$ cat src/design/ila_pkg.sv
// Package of types and constants for the interrupt latch and arbitration
package ila_pkg;
   // Number of maskable hardware request sources
   localparam int NUM_SRC = 16;
   // Width of the vector code presented to the core
   localparam int CODE_W = 5;
   // Code meaning no request latched
   localparam logic [CODE_W-1:0] CODE_NONE = 5'h00;
   // Code for the software trap, above every hardware source
   localparam logic [CODE_W-1:0] CODE_SWTRAP = 5'h01;
   // Hardware source n gets code n + CODE_HW_BASE
   localparam logic [CODE_W-1:0] CODE_HW_BASE = 5'h02;

   // Latch state machine
   typedef enum logic [1:0] {
      ILA_IDLE    = 2'b00,
      ILA_LATCHED = 2'b01,
      ILA_SERVICE = 2'b10
   } ila_state_t;

   // Status of the core as seen by the block
   typedef struct packed {
      logic instr_done;    // Current instruction has completed
      logic imask;         // Global interrupt mask bit
      logic swtrap;        // Software trap instruction completing
      logic vec_fetched;   // Core has fetched the vector (serviced)
   } ila_core_t;

   // Answer to the core
   typedef struct packed {
      logic              take;   // Start interrupt processing
      logic [CODE_W-1:0] code;   // Arbitration result
   } ila_grant_t;
endpackage : ila_pkg

$ cat src/design/ila_latch_arb.sv
// Interrupt latch and arbitration inside the system_integration_unit
// Summary of operation
// RULE_01: Core stacks its registers before running any handler code.
// RULE_02: Core sets the global mask on entry to service.
// RULE_03: return_from_irq_instr restores stacked registers and resumes.
// RULE_04: Requests latched and arbitrated at processing start, not always.
// RULE_05: Arbitration result is a fixed code selecting the vector.
// RULE_06: A latched request is never displaced, even by higher priority.
// RULE_07: Claim holds until serviced or global mask cleared. A trap claim here waits for its fetch.
// RULE_08: Pending requests checked only once an instruction completes.
// RULE_09: Hardware request taken only if unmasked and source enabled.
// RULE_10: Highest priority pending request is serviced first.
// RULE_11: software_trap_instr triggers processing regardless of the mask.
// RULE_12: Entry: dummy, stack writes downward, vector high then low.
`timescale 1ns/1ps
module ila_latch_arb
   import ila_pkg::*;
#(
   parameter int N_SRC = ila_pkg::NUM_SRC
) (
   input  wire logic             clock,     // Bus clock
   input  wire logic             rstn,      // Async reset, active low
   input  wire logic [N_SRC-1:0] irq_req,   // Peripheral requests, level
   input  wire logic [N_SRC-1:0] irq_en,    // Per-source enable bits
   input  wire ila_pkg::ila_core_t core,    // Core status
   output ila_pkg::ila_grant_t   grant,     // Take strobe and code
   output logic                  busy       // A request holds its claim
);
   import ila_pkg::*;

   // ************************************************************
   // Request qualification and arbitration
   // ************************************************************
   ila_state_t        state_r, state_nxt;
   logic [CODE_W-1:0] code_r, code_nxt;
   logic              take_r, take_nxt;
   logic [N_SRC-1:0]  qual_req;
   logic              hw_any;
   logic [CODE_W-1:0] hw_idx;
   logic              check_pt;
   logic              hw_ok;
   logic              sw_ok;
   logic              mask_prev_r;
   logic              mask_fell;

   // RULE_09 enable gate; the mask gates hw_ok below
   assign qual_req = irq_req & irq_en;
   // RULE_08 only at instruction boundary
   assign check_pt = core.instr_done && (state_r == ILA_IDLE);
   assign hw_ok    = check_pt && hw_any && !core.imask;
   // RULE_11 trap ignores the mask
   assign sw_ok    = check_pt && core.swtrap;

   // RULE_07 a falling mask, not a low one, frees a hardware claim; a mask still low
   // right after the take only means the core has not set it yet
   assign mask_fell = mask_prev_r && !core.imask;

   // RULE_10 fixed priority choice
   ila_prio_enc #(
      .N (N_SRC),
      .W (CODE_W)
   ) u_enc (
      .req (qual_req),
      .any (hw_any),
      .idx (hw_idx)
   );

   // ************************************************************
   // Latch state machine
   // ************************************************************
   // Code is frozen once latched so nothing can overtake it
   always_comb
   begin
      state_nxt = state_r;
      code_nxt  = code_r;
      take_nxt  = 1'b0;
      case (state_r)
         ILA_IDLE:
         begin
            // RULE_04 latch and arbitrate at start
            if (sw_ok)
            begin
               state_nxt = ILA_LATCHED;
               code_nxt  = CODE_SWTRAP;
               take_nxt  = 1'b1;
            end
            else if (hw_ok)
            begin
               state_nxt = ILA_LATCHED;
               // RULE_05 fixed code per source
               code_nxt  = hw_idx + CODE_HW_BASE;
               take_nxt  = 1'b1;
            end
         end
         ILA_LATCHED:
         begin
            // RULE_06 no displacement while latched
            // RULE_07 release on service, or on mask clear for hardware claims only
            if (core.vec_fetched)
               state_nxt = ILA_SERVICE;
            else if (mask_fell && code_r != CODE_SWTRAP)
            begin
               state_nxt = ILA_IDLE;
               code_nxt  = CODE_NONE;
            end
         end
         ILA_SERVICE:
         begin
            // Serviced: arbitration may admit the next request
            state_nxt = ILA_IDLE;
            code_nxt  = CODE_NONE;
         end
         default:
         begin
            state_nxt = ILA_IDLE;
            code_nxt  = CODE_NONE;
         end
      endcase
   end

   // State registers
   always_ff @(posedge clock or negedge rstn)
   begin
      if (!rstn)
      begin
         state_r <= ILA_IDLE;
         code_r  <= CODE_NONE;
         take_r  <= 1'b0;
         mask_prev_r <= 1'b0;
      end
      else
      begin
         state_r <= state_nxt;
         code_r  <= code_nxt;
         take_r  <= take_nxt;
         mask_prev_r <= core.imask;
      end
   end

   // Take and code straight from flops, busy decoded from state_r
   assign grant.take = take_r;
   assign grant.code = code_r;
   assign busy       = (state_r != ILA_IDLE);
endmodule : ila_latch_arb

$ cat src/design/ila_prio_enc.sv
// Fixed priority encoder: lowest index wins
`timescale 1ns/1ps
module ila_prio_enc #(
   parameter int N = 16,
   parameter int W = 5
) (
   input  wire logic [N-1:0] req,      // Request vector
   output logic             any,       // At least one request
   output logic [W-1:0]     idx        // Index of the winner
);
   // Scan from the lowest priority up so the highest wins last
   always_comb
   begin
      any = 1'b0;
      idx = '0;
      for (int i = N - 1; i >= 0; i--)
      begin
         if (req[i])
         begin
            any = 1'b1;
            idx = W'(i);
         end
      end
   end
endmodule : ila_prio_enc
$ cat config.mk
export PLATFORM = sky130hd
export DESIGN_NAME = ila_latch_arb
export DESIGN_NICKNAME = d
export VERILOG_FILES = /design/src/design/ila_pkg.sv /design/src/design/ila_latch_arb.sv /design/src/design/ila_prio_enc.sv
export SDC_FILE = /design/constraint.sdc
export NUM_CORES = 1
export LEC_CHECK = 0
export ABC_CLOCK_PERIOD_IN_PS = 1850
export BUFFER_PORTS_ARGS = -buffer_cell sky130_fd_sc_hd__buf_2
export CAP_MARGIN = 0
export CORE_MARGIN = 10
export CORE_UTILIZATION = 41
export CTS_BUF_LIST = sky130_fd_sc_hd__clkbuf_4 sky130_fd_sc_hd__clkbuf_8
export CTS_CLUSTER_DIAMETER = 200
export DETAILED_ROUTE_END_ITERATION = 8
export PLACE_DENSITY_LB_ADDON = 0.12
export SKIP_CTS_REPAIR_TIMING = 1
export SLEW_MARGIN = 20
export SYNTH_ARGS = -nofsm -noshare
export SYNTH_HDL_FRONTEND = slang
export SYNTH_SLANG_ARGS = --single-unit
$ cat constraint.sdc
create_clock -name clock -period 1.85 [get_ports clock]
set_clock_uncertainty 0.15 [all_clocks]
set_input_delay 0.185 -clock clock [delete_from_list [all_inputs] [get_ports clock]]
set_output_delay 0.185 -clock clock [all_outputs]
set_load 0.02 [all_outputs]
# Word level (Yosys, flattened, before mapping)
# Index checks and enable logic that the tools add are counted.
word_totals:
  reg_bits: 9
  out_inout_bits: 7
  word_cells: 68
  in_bits: 38
op_classes:
  add_sub_neg: 1
  eq_ne: 6
  n_reduce_logical: 11
  n_mux: 45
  bitwise_logic: 1
op_table:
  columns: ["op", "n"]
  rows:
  - ["$mux W4", 16]
  - ["$mux W5", 4]
  - ["$mux W1", 19]
  - ["$and A16 B16 Y16", 1]
  - ["$pmux W5 S2", 1]
  - ["$mux W2", 4]
  - ["$logic_and A1 B1 Y1", 6]
  - ["$ne A3 B3 Y1 const B", 2]
  - ["$add A5 B2 Y5 const B", 1]
  - ["$ne A5 B1 Y1 const B", 1]
  - ["$ne A2 B2 Y1 const B", 2]
  - ["$pmux W2 S2", 1]
  - ["$reduce_and A3 Y1", 1]
  - ["$eq A2 B1 Y1 const B", 1]
  - ["$logic_not A2 Y1", 1]
  - ["$reduce_and A2 Y1", 1]
  - ["$reduce_bool A2 Y1", 1]
  - ["$logic_not A1 Y1", 1]

# Longest topological paths before layout
# Gate-level depths: netlist of the first run.
logic_depth:
  ltp_word: 22
  depth_mapped: 8
  mapped_depth_nobuf: 8

# By module
# Synthesis of the first run repeated with hierarchy kept, for this count alone.
hier_totals:
  cells_unflattened: 92
  area_unflattened_um2: 745.7
by_module_without_submodules:
  columns: ["mod", "seq_area_each_um2", "area_each_um2", "cells_per_inst", "instances"]
  rows:
  - ["ila_latch_arb", 225.2, 555.5, 57, 1]
  - ["ila_prio_enc", 0.0, 190.2, 35, 1]

# Worst setup path after synthesis of the first run
# No wires, ideal clock.
synth_timing:
  path_type: "input port to flip-flop"
  from: "in irq_req[7]"
  to: "reg code_r[3]"
  path_buffers: 0
  setup_ns: 0.065
  slack_ns: -0.151
  required_time_ns: 1.635
  t_arrival_ns: 1.786
  path_stages: 8
  cell_sequence: "a22oi_2 o2111a_1 o21ai_0 and2_1 ha_1 or3_2 a21oi_1 mux2_2"
synth_between:
  elab_chain_len: 13
  elab_cells_between_ends: 25
  classes_between: "1 x add/sub; 1 x eq/ne; 19 x mux; 1 x bitwise; 3 x reduce/logical"
synth_lines:
  columns: ["element", "line", "text"]
  rows:
  - ["from (decl)", "ila_latch_arb.sv:23", "input wire logic [N_SRC-1:0] irq_req,"]
  - ["$and A16 B16 Y16 *", "ila_latch_arb.sv:47", "assign qual_req = irq_req & irq_en;"]
  - ["$mux W4 or $mux W1 (tied branches) (8 in a row)", "ila_prio_enc.sv:18", "if (req[i])"]
  - ["$add A5 B2 Y5 or $logic_and A1 B1 Y1 (tied branches)", "ila_latch_arb.sv:91, ila_latch_arb.sv:50", null]
  - ["$mux W5 or $logic_and A1 B1 Y1 (tied branches)", "ila_latch_arb.sv:87, ila_latch_arb.sv:50", null]
  - ["$mux W5 or $ne A3 B3 Y1 (tied branches)", null, null]
  - ["$pmux W5 S2 or $reduce_and A3 Y1 (tied branches)", null, null]
  - ["to (signal assigned)", "ila_latch_arb.sv:134", "code_r <= code_nxt;"]
  - ["to (decl)", "ila_latch_arb.sv:35", "logic [CODE_W-1:0] code_r, code_nxt;"]
# Mark *: on every way between the ends. The rest lies on a longest branch, timed or not. The select of a mux whose other input is x is not followed.
# A chain may end at the register's enable or synchronous reset.

# Worst setup path after layout of the first run
layout_timing:
  from: "reg code_r[3]"
  to: "reg code_r[4]"
layout_between:
  elab_chain_len: 4
layout_lines:
  columns: ["element", "line", "text"]
  rows:
  - ["$ne A5 B1 Y1", "ila_latch_arb.sv:101", "else if (mask_fell && code_r != CODE_SWTRAP)"]
  - ["$logic_and A1 B1 Y1", "ila_latch_arb.sv:101", null]
  - ["$ne A2 B2 Y1 (no line)", null, null]
  - ["$reduce_and A3 Y1 (no line)", null, null]
# Every way passes these cells.

==> impl_metrics.env, run 1 <==
export IMPL_max_cap_viol_count=0
export IMPL_dp_cells=166
export IMPL_syn2layout_area_growth_pct=61.0
export IMPL_leakagePower_nw=0.614
export IMPL_ctsRootBufferMaster="clkbuf_4"
export IMPL_power_density_nw_per_um2=765
export IMPL_p_total_uw=936
export IMPL_io_buffers=44
export IMPL_startpoint_type="flip-flop"
export IMPL_multi_input_area_um2=573
export IMPL_path_class="reg -> reg"
export IMPL_fin_crit_ps=1860
export IMPL_synth_top_area_share_pct=29.6
export IMPL_cpMaxStageDelayCell="nor4_4"
export IMPL_wl_per_cell_um=14.3
export IMPL_hold_path_class="in -> reg"
export IMPL_end_kind="flip-flop"
export IMPL_drtAntennaViolNets=0
export IMPL_clk_pin_slew_ps=60
export IMPL_clk_latency_ps=270
export IMPL_status="finished with violations"
export IMPL_via_count=878
export IMPL_dieArea_um2=3980
export IMPL_dr_first_iter_drc_count=7
export IMPL_setup_viol=3
export IMPL_critPathMaxFanout=4
export IMPL_hold_slack_ps=21.1
export IMPL_synth_top_family_by_area="compound AO/OA/AOI/OAI gates"
export IMPL_seq_area_um2=225
export IMPL_drc_errors=0
export IMPL_antenna_found_initial=0
export IMPL_cts_htree_levels=1
export IMPL_synth_most_common_cell="nand2_1"
export IMPL_vias_per_cell=5.16
export IMPL_io_pins=45
export IMPL_synth_seq_area_share_pct=29.6
export IMPL_synthArstFlopShare_pct=100
export IMPL_synthTopCellsByCount="nand2_1, dfrtp_1, and2_1, o21ai_0"
export IMPL_core_um2=1750
export IMPL_tightest_slew_ps=350
export IMPL_cts_sinks=9
export IMPL_cp_data_arrival_time_ps=1860
export IMPL_yosys_area_share_simple_pct=25.0
export IMPL_critPathBufInv=0
export IMPL_synth_area_um2=761
export IMPL_diodes=0
export IMPL_worstPathCellList="nand2b_4, nor4_4, nor4b_4, o22ai_4, mux2_4"
export IMPL_max_freq_mhz=538
export IMPL_cts_tree="yes"
export IMPL_synthAdderAreaFrac_pct=1.64
export IMPL_grt_pass1_wl_um=3990
export IMPL_synthesis_nets=120
export IMPL_synth_distinct_cells=41
export IMPL_grt_ovfl_total=0
export IMPL_synth_seq_cells=9
export IMPL_synthTopCellsByArea="dfrtp_1, nand2_1, a22oi_2, and2_1, a22oi_1"
export IMPL_hold_viol_final=0
export IMPL_violations="negative setup slack"
export IMPL_nFillCells=162
export IMPL_drv_slew=0
export IMPL_synth_top_cell_by_area="dfrtp_1"
export IMPL_grt_pass1_vias=959
export IMPL_die_w_um=63.1
export IMPL_synthMuxAreaShare_pct=5.76
export IMPL_gp_congestion=0.754
export IMPL_dp_hpwl_um=2130
export IMPL_firstDrtPassIters=2
export IMPL_syn_avg_cell_area_um2=9.39
export IMPL_rows=15
export IMPL_synth_compound_area_share_pct=35.5
export IMPL_final_cell_count_no_fill=170
export IMPL_nNetsFinal=185
export IMPL_vdd_drop_max_uv=520
export IMPL_rsz0062_at_grt="yes"
export IMPL_yosysWarnings=0
export IMPL_grt_max_degree=10
export IMPL_synthFlopType="dfrtp_1"
export IMPL_period_share_pct=101
export IMPL_cts_buffers=3
export IMPL_postRouteWirelength_um=2440
export IMPL_cp_required_ps=1850
export IMPL_dieHeight_um=63.1
export IMPL_grt_total_usage_pct=12.0
export IMPL_timing_final_ws_setup_ps=-9.72
export IMPL_initial_core_util_pct=43.6
export IMPL_slew_headroom_pct=76.5
export IMPL_synth_edf_count=0
export IMPL_synth_xor_xnor_area_share_pct=0
export IMPL_synth_cells=81
export IMPL_cts_buffer_depth=2
export IMPL_drive_gt1_share_pct=56.6
export IMPL_max_stage_delay_ps=390
export IMPL_crit_family="simple AND/OR/NAND/NOR gates"
## placed cells by master (no fill, tap or decap), drive strengths merged, types with 3 or more instances in the layout
| master | Yosys | layout |
|---|---|---|
| buf | 1 | 60 |
| nand2 | 10 | 10 |
| dfrtp | 9 | 9 |
| a22oi | 5 | 5 |
| and2 | 4 | 4 |
| clkbuf | 0 | 4 |
| a22o | 4 | 4 |
| o21ai | 4 | 4 |
| a21oi | 4 | 4 |
| nor2 | 3 | 3 |
| inv | 3 | 3 |
| mux2 | 3 | 3 |
## per-stage QoR
step	TNS [ps]	cell area [um^2]	utilization, %	setup WS [ps]
final	-24.6	1220	70.2	-9.72
after global routing	-264	1220	70.2	-75.7
after CTS	-383	1170	67.2	-112
after detailed placement	-421	1140	65.5	-203
after global placement	-258	1140	65.5	-117
after floorplan	0	772	-	3.63
## registers in the layout, indices dropped and copies added (netlist names)
name         count
code_r           5
take_r           1
mask_prev_r      1
state_r          2
## report_power, final
group	internal, mW	switching [mW]
logic	0.252	0.237
registers	0.238	0.0381
clock network	0.0981	0.0734
## cell families (layout without fill, tap and decap cells)
logic type,count (synthesis),count (layout)
AO/OA/AOI/OAI,31,31
flip-flops,9,9
buffers and inverters,4,68
AND/OR/NAND/NOR,32,32
multiplexers,4,4
adder cells (fa/ha/maj),1,1
## routing by layer
metal | share of wire [%] | vias to the layer above | track usage (%)
met5 | 0 | - | 0
li1 | - | 445 | -
met1 | 40 | 409 | 12.3
met3 | 5.6 | 3 | 4.77
met4 | 0.70 | 0 | 2.51
met2 | 54 | 21 | 22.3
## tightest hold or removal path, delay by kind of cell
| kind | cells | cell delay (ps) |
|---|---|---|
| buffers and inverters | 2 | 180 |
| AND/OR/NAND/NOR | 1 | 40 |
## layout make-up
type,count,share of cell area [%]
multi-input combinational,68,46.8
timing repair buffer,61,28.9
sequential,9,18.4
tap,25,2.55
clock buffer,4,2.45
inverter,3,0.919
## path summary, 6_finish.rpt
check	start	endpoint	slack, ps	cells after the start
worst max-delay path	code_r[3]	code_r[4]	-10	5
max in group asynchronous	rstn	take_r	1210	2
worst min-delay path	core[0]	state_r[1]	20	3
min in group asynchronous	rstn	code_r[3]	170	2
worst max register to register	code_r[3]	code_r[4]	-10	5
worst min register to register	code_r[1]	code_r[1]	450	1
No activity file was read; power rests on OpenSTA's default activity.
==> run 2: changes to the inputs <==
RECOVER_POWER = 100   (was not set)
==> impl_metrics.env, run 2 (same netlist as run 1, synthesis figures left out) <==
export IMPL_cts_htree_levels=1
export IMPL_final_util_pct=69.2
export IMPL_cts_sinks=9
export IMPL_setup_viol=3
export IMPL_postRouteWirelength_um=2450
export IMPL_fin_crit_ps=1860
export IMPL_end_kind="flip-flop"
export IMPL_initial_core_util_pct=43.6
export IMPL_final_common_cell="buf_2"
export IMPL_path_class="reg -> reg"
export IMPL_max_cap_viol_count=0
export IMPL_cp_required_ps=1850
export IMPL_clk_latency_ps=270
export IMPL_status="finished with violations"
export IMPL_syn2layout_area_growth_pct=58.7
export IMPL_drv_slew=0
export IMPL_final_cell_mix="buf_2, buf_4, nand2_1, clkbuf_1, dfrtp_1"
export IMPL_grt_ovfl_total=0
export IMPL_cp_data_arrival_time_ps=1860
export IMPL_max_stage_delay_ps=390
export IMPL_crit_cells=5
export IMPL_period_share_pct=100
export IMPL_critPathMaxFanout=4
export IMPL_crit_family="simple AND/OR/NAND/NOR gates"
export IMPL_worstPathCellList="nand2b_4, nor4_4, nor4b_4, o22ai_4, mux2_4"
export IMPL_core_um2=1750
export IMPL_grt_pass1_wl_um=3990
export IMPL_cpMaxStageDelayCell="nor4_4"
export IMPL_dieHeight_um=63.1
export IMPL_drc_errors=0
export IMPL_nNetsFinal=185
export IMPL_rows=15
export IMPL_startpoint_type="flip-flop"
export IMPL_clk_pin_slew_ps=60
export IMPL_largestRegisters="code_r x5, state_r x2"
export IMPL_min_to="state_r[1]"
export IMPL_antenna_found_initial=0
export IMPL_wl_per_cell_um=14.4
export IMPL_dp_hpwl_um=2130
export IMPL_dieArea_um2=3980
export IMPL_vias_per_cell=5.18
export IMPL_drtAntennaViolNets=0
export IMPL_max_freq_mhz=539
export IMPL_io_pins=45
export IMPL_gp_congestion=0.754
export IMPL_r2r_start="code_r[3]"
export IMPL_r2r_end="code_r[4]"
export IMPL_firstDrtPassIters=2
export IMPL_regMostFlops="code_r"
export IMPL_critPathBufInv=0
export IMPL_hold_path_class="in -> reg"
export IMPL_diodes=0
export IMPL_violations="negative setup slack"
export IMPL_dr_first_iter_drc_count=18
export IMPL_timing_final_ws_setup_ps=-6.77
export IMPL_via_count=881
export IMPL_final_cell_area_um2=1210
export IMPL_vdd_drop_max_uv=528
export IMPL_cts_tree="yes"
export IMPL_grt_max_degree=10
export IMPL_hold_viol_final=0
export IMPL_largest_reg_flops=5
export IMPL_reg2reg_depth=5
export IMPL_power_density_nw_per_um2=765
export IMPL_grt_total_usage_pct=12.0
export IMPL_setup_tns_ps=-17.1
export IMPL_ff2ff_setup_slack_ps=-7
export IMPL_nFillCells=172
export IMPL_slew_headroom_pct=69.8
export IMPL_hold_depth=3
export IMPL_rsz0062_at_grt="yes"
export IMPL_leakagePower_nw=0.577
export IMPL_drive_gt1_share_pct=49.7
export IMPL_tightest_slew_ps=453
export IMPL_grt_pass1_vias=959
export IMPL_place_area_um2=1140
export IMPL_die_w_um=63.1
export IMPL_ctsRootBufferMaster="clkbuf_4"
export IMPL_hp_start="core[0]"
export IMPL_cts_buffer_depth=2
export IMPL_cts_buffers=3
export IMPL_io_buffers=44
-- run 2: cell count changes in the layout (fill, tap and decap cells not counted), sizes merged --
cell,previous run,this run
buf,60,49
clkbuf,4,15
-- run 2: per-stage QoR --
| stage | std cells | worst slack, ps | hold slack [ps] | power [mW] |
|---|---|---|---|---|
| finish | 170 | -6.77 | 20.9 | 0.923 |
| global route | 170 | -75.7 | 27.3 | 0.994 |
| CTS | 170 | -112 | -399 | 0.883 |
| detailed placement | 166 | -203 | -107 | 0.710 |
| global placement | 166 | -117 | -108 | 0.702 |
| floorplan | 81 | 3.63 | -261 | 0.505 |
-- run 2: power breakdown --
| group | switching, mW | total (mW) | internal (mW) | leakage [nW] |
|---|---|---|---|---|
| sequential | 0.0385 | 0.276 | 0.238 | 0.117 |
| clock | 0.0728 | 0.171 | 0.0980 | 0.0184 |
| combinational | 0.238 | 0.476 | 0.239 | 0.442 |
| total | 0.349 | 0.923 | 0.574 | 0.577 |
-- run 2: worst min-delay path, delay by kind of cell --
kind / cells / cell delay [ps]
AND/OR/NAND/NOR: 1 / 40
buffers and inverters: 2 / 180
-- run 2: layout make-up --
cell class	instances	area, um^2	share of cell area (%)
Clock buffer	4	30.0	2.49
Sequential cell	9	225	18.7
Tap cell	25	31.3	2.59
Multi-Input combinational cell	68	573	47.5
Timing Repair Buffer	61	337	27.9
Inverter	3	11.3	0.933
-- run 2: per-layer routing --
layer	part of all wire [%]	up-vias	routed length (um)	track usage, %
met5	0	-	0	0
met4	0.69	0	17	2.51
met3	5.6	3	137	4.77
met2	54	21	1310	22.3
met1	40	411	979	12.3
li1	-	446	-	-
-- run 2: how the worst max path moves through the flow --
stage,from,to,slack [ps]
2_1_floorplan,irq_en[7],code_r[3],4
3_3_place_gp,irq_req[12],code_r[3],-120
3_5_place_dp,irq_req[14],code_r[3],-200
4_1_cts,code_r[3],code_r[1],-110
5_1_grt,code_r[3],code_r[1],-80
6_report,code_r[3],code_r[4],-7
==> run 3: changes to the inputs <==
REMOVE_ABC_BUFFERS = 1   (was not set)
==> impl_metrics.env, run 3 (same netlist as run 1, synthesis figures left out) <==
export IMPL_status="finished with violations"
export IMPL_violations="negative setup slack"
export IMPL_cpMaxStageDelayCell="or3_2"
export IMPL_cts_sinks=9
export IMPL_hold_depth=3
export IMPL_fin_crit_ps=1850
export IMPL_path_class="in -> reg"
export IMPL_cp_data_arrival_time_ps=1910
export IMPL_cts_tree="yes"
export IMPL_io_pins=45
export IMPL_hold_path_class="in -> reg"
export IMPL_pre_cts_slack_ps=-329
export IMPL_drv_slew=0
export IMPL_firstDrtPassIters=4
export IMPL_dr_first_iter_drc_count=12
export IMPL_timing_final_ws_setup_ps=-1.89
export IMPL_power_density_nw_per_um2=726
export IMPL_r2r_start="code_r[1]"
export IMPL_tightest_slew_ps=465
export IMPL_ctsRootBufferMaster="clkbuf_4"
export IMPL_grt_total_usage_pct=12.0
export IMPL_grt_max_degree=10
export IMPL_place_area_um2=1130
export IMPL_dieHeight_um=63.1
export IMPL_final_common_cell="buf_2"
export IMPL_cp_required_ps=1910
export IMPL_reg2reg_depth=5
export IMPL_syn2layout_area_growth_pct=57.2
export IMPL_wl_per_cell_um=14.0
export IMPL_gp_congestion=0.765
export IMPL_nNetsFinal=187
export IMPL_period_share_pct=100
export IMPL_initial_core_util_pct=43.6
export IMPL_diodes=0
export IMPL_vdd_drop_max_uv=679
export IMPL_crit_cells=9
export IMPL_drtAntennaViolNets=0
export IMPL_largestRegisters="code_r x5, state_r x2"
export IMPL_setup_viol=1
export IMPL_crit_family="compound AO/OA/AOI/OAI gates"
export IMPL_clk_pin_slew_ps=60
export IMPL_hp_start="core[0]"
export IMPL_drc_errors=0
export IMPL_grt_pass1_vias=962
export IMPL_end_kind="flip-flop"
export IMPL_final_util_pct=68.5
export IMPL_core_um2=1750
export IMPL_setup_tns_ps=-1.89
export IMPL_antenna_found_initial=0
export IMPL_via_count=908
export IMPL_slew_headroom_pct=69.0
export IMPL_regMostFlops="code_r"
export IMPL_max_stage_delay_ps=490
export IMPL_rows=15
export IMPL_cp_startpoint="irq_en[7]"
export IMPL_critPathMaxFanout=3
export IMPL_final_cell_area_um2=1200
export IMPL_hold_viol_final=0
export IMPL_cts_htree_levels=1
export IMPL_rsz0062_at_grt="yes"
export IMPL_io_buffers=44
export IMPL_leakagePower_nw=0.576
export IMPL_cts_buffer_depth=2
export IMPL_worstPathCellList="buf_2, a22oi_2, o2111a_1, o21ai_2, and2_1, ha_1, or3_2, a21oi_2, mux2_2"
export IMPL_final_cell_mix="buf_2, buf_4, nand2_1"
export IMPL_cts_buffers=3
export IMPL_dieArea_um2=3980
export IMPL_clk_latency_ps=260
export IMPL_grt_ovfl_total=0
export IMPL_grt_pass1_wl_um=4060
export IMPL_drive_gt1_share_pct=50.3
export IMPL_max_freq_mhz=540
export IMPL_largest_reg_flops=5
export IMPL_vias_per_cell=5.28
export IMPL_max_cap_viol_count=0
export IMPL_startpoint_type="primary input"
export IMPL_postRouteWirelength_um=2410
export IMPL_critPathBufInv=1
export IMPL_dp_hpwl_um=2050
export IMPL_die_w_um=63.1
[run 3: per-layer routing]
layer	GRT usage, %	vias up	routed length [um]
met5	0	-	0
met2	20.6	32	1280
met3	4.42	0	165
li1	-	451	-
met1	13.7	425	973
met4	2.79	0	0
[run 3: layout make-up]
| cell class | count | area (um^2) |
|---|---|---|
| sequential | 9 | 225 |
| timing repair buffer | 63 | 357 |
| inverter | 3 | 11.3 |
| clock buffer | 4 | 30.0 |
| tap | 25 | 31.3 |
| fill | 168 | 549 |
| multi-input combinational | 68 | 542 |
[run 3: worst register-to-register path: cells and delay by family (launching register included)]
family	cells	cell delay, ps
flops	1	400
simple gates	2	360
mux	1	360
compound gates	1	240
buf+inv	1	170
[run 3: path summary, 6_finish.rpt]
path / to / slack [ps]
setup reg to reg: code_r[3] / 50
min in group asynchronous: code_r[0] / 240
hold / removal: state_r[1] / 10
hold reg to reg: code_r[1] / 410
setup / recovery: code_r[3] / -2
max in group asynchronous: mask_prev_r / 1000
[run 3: stage by stage]
step | power (mW) | hold slack (ps) | cells
final | 0.868 | 10.2 | 172
after global routing | 0.938 | 21.0 | 172
after CTS | 0.869 | -400 | 170
after detailed placement | 0.694 | -105 | 166
after global placement | 0.687 | -107 | 166
after floorplan | 0.494 | -261 | 80
[run 3: power by group]
group,internal (mW),switching [mW]
logic,0.211,0.226
registers,0.238,0.0263
clock network,0.0978,0.0699
total,0.547,0.322
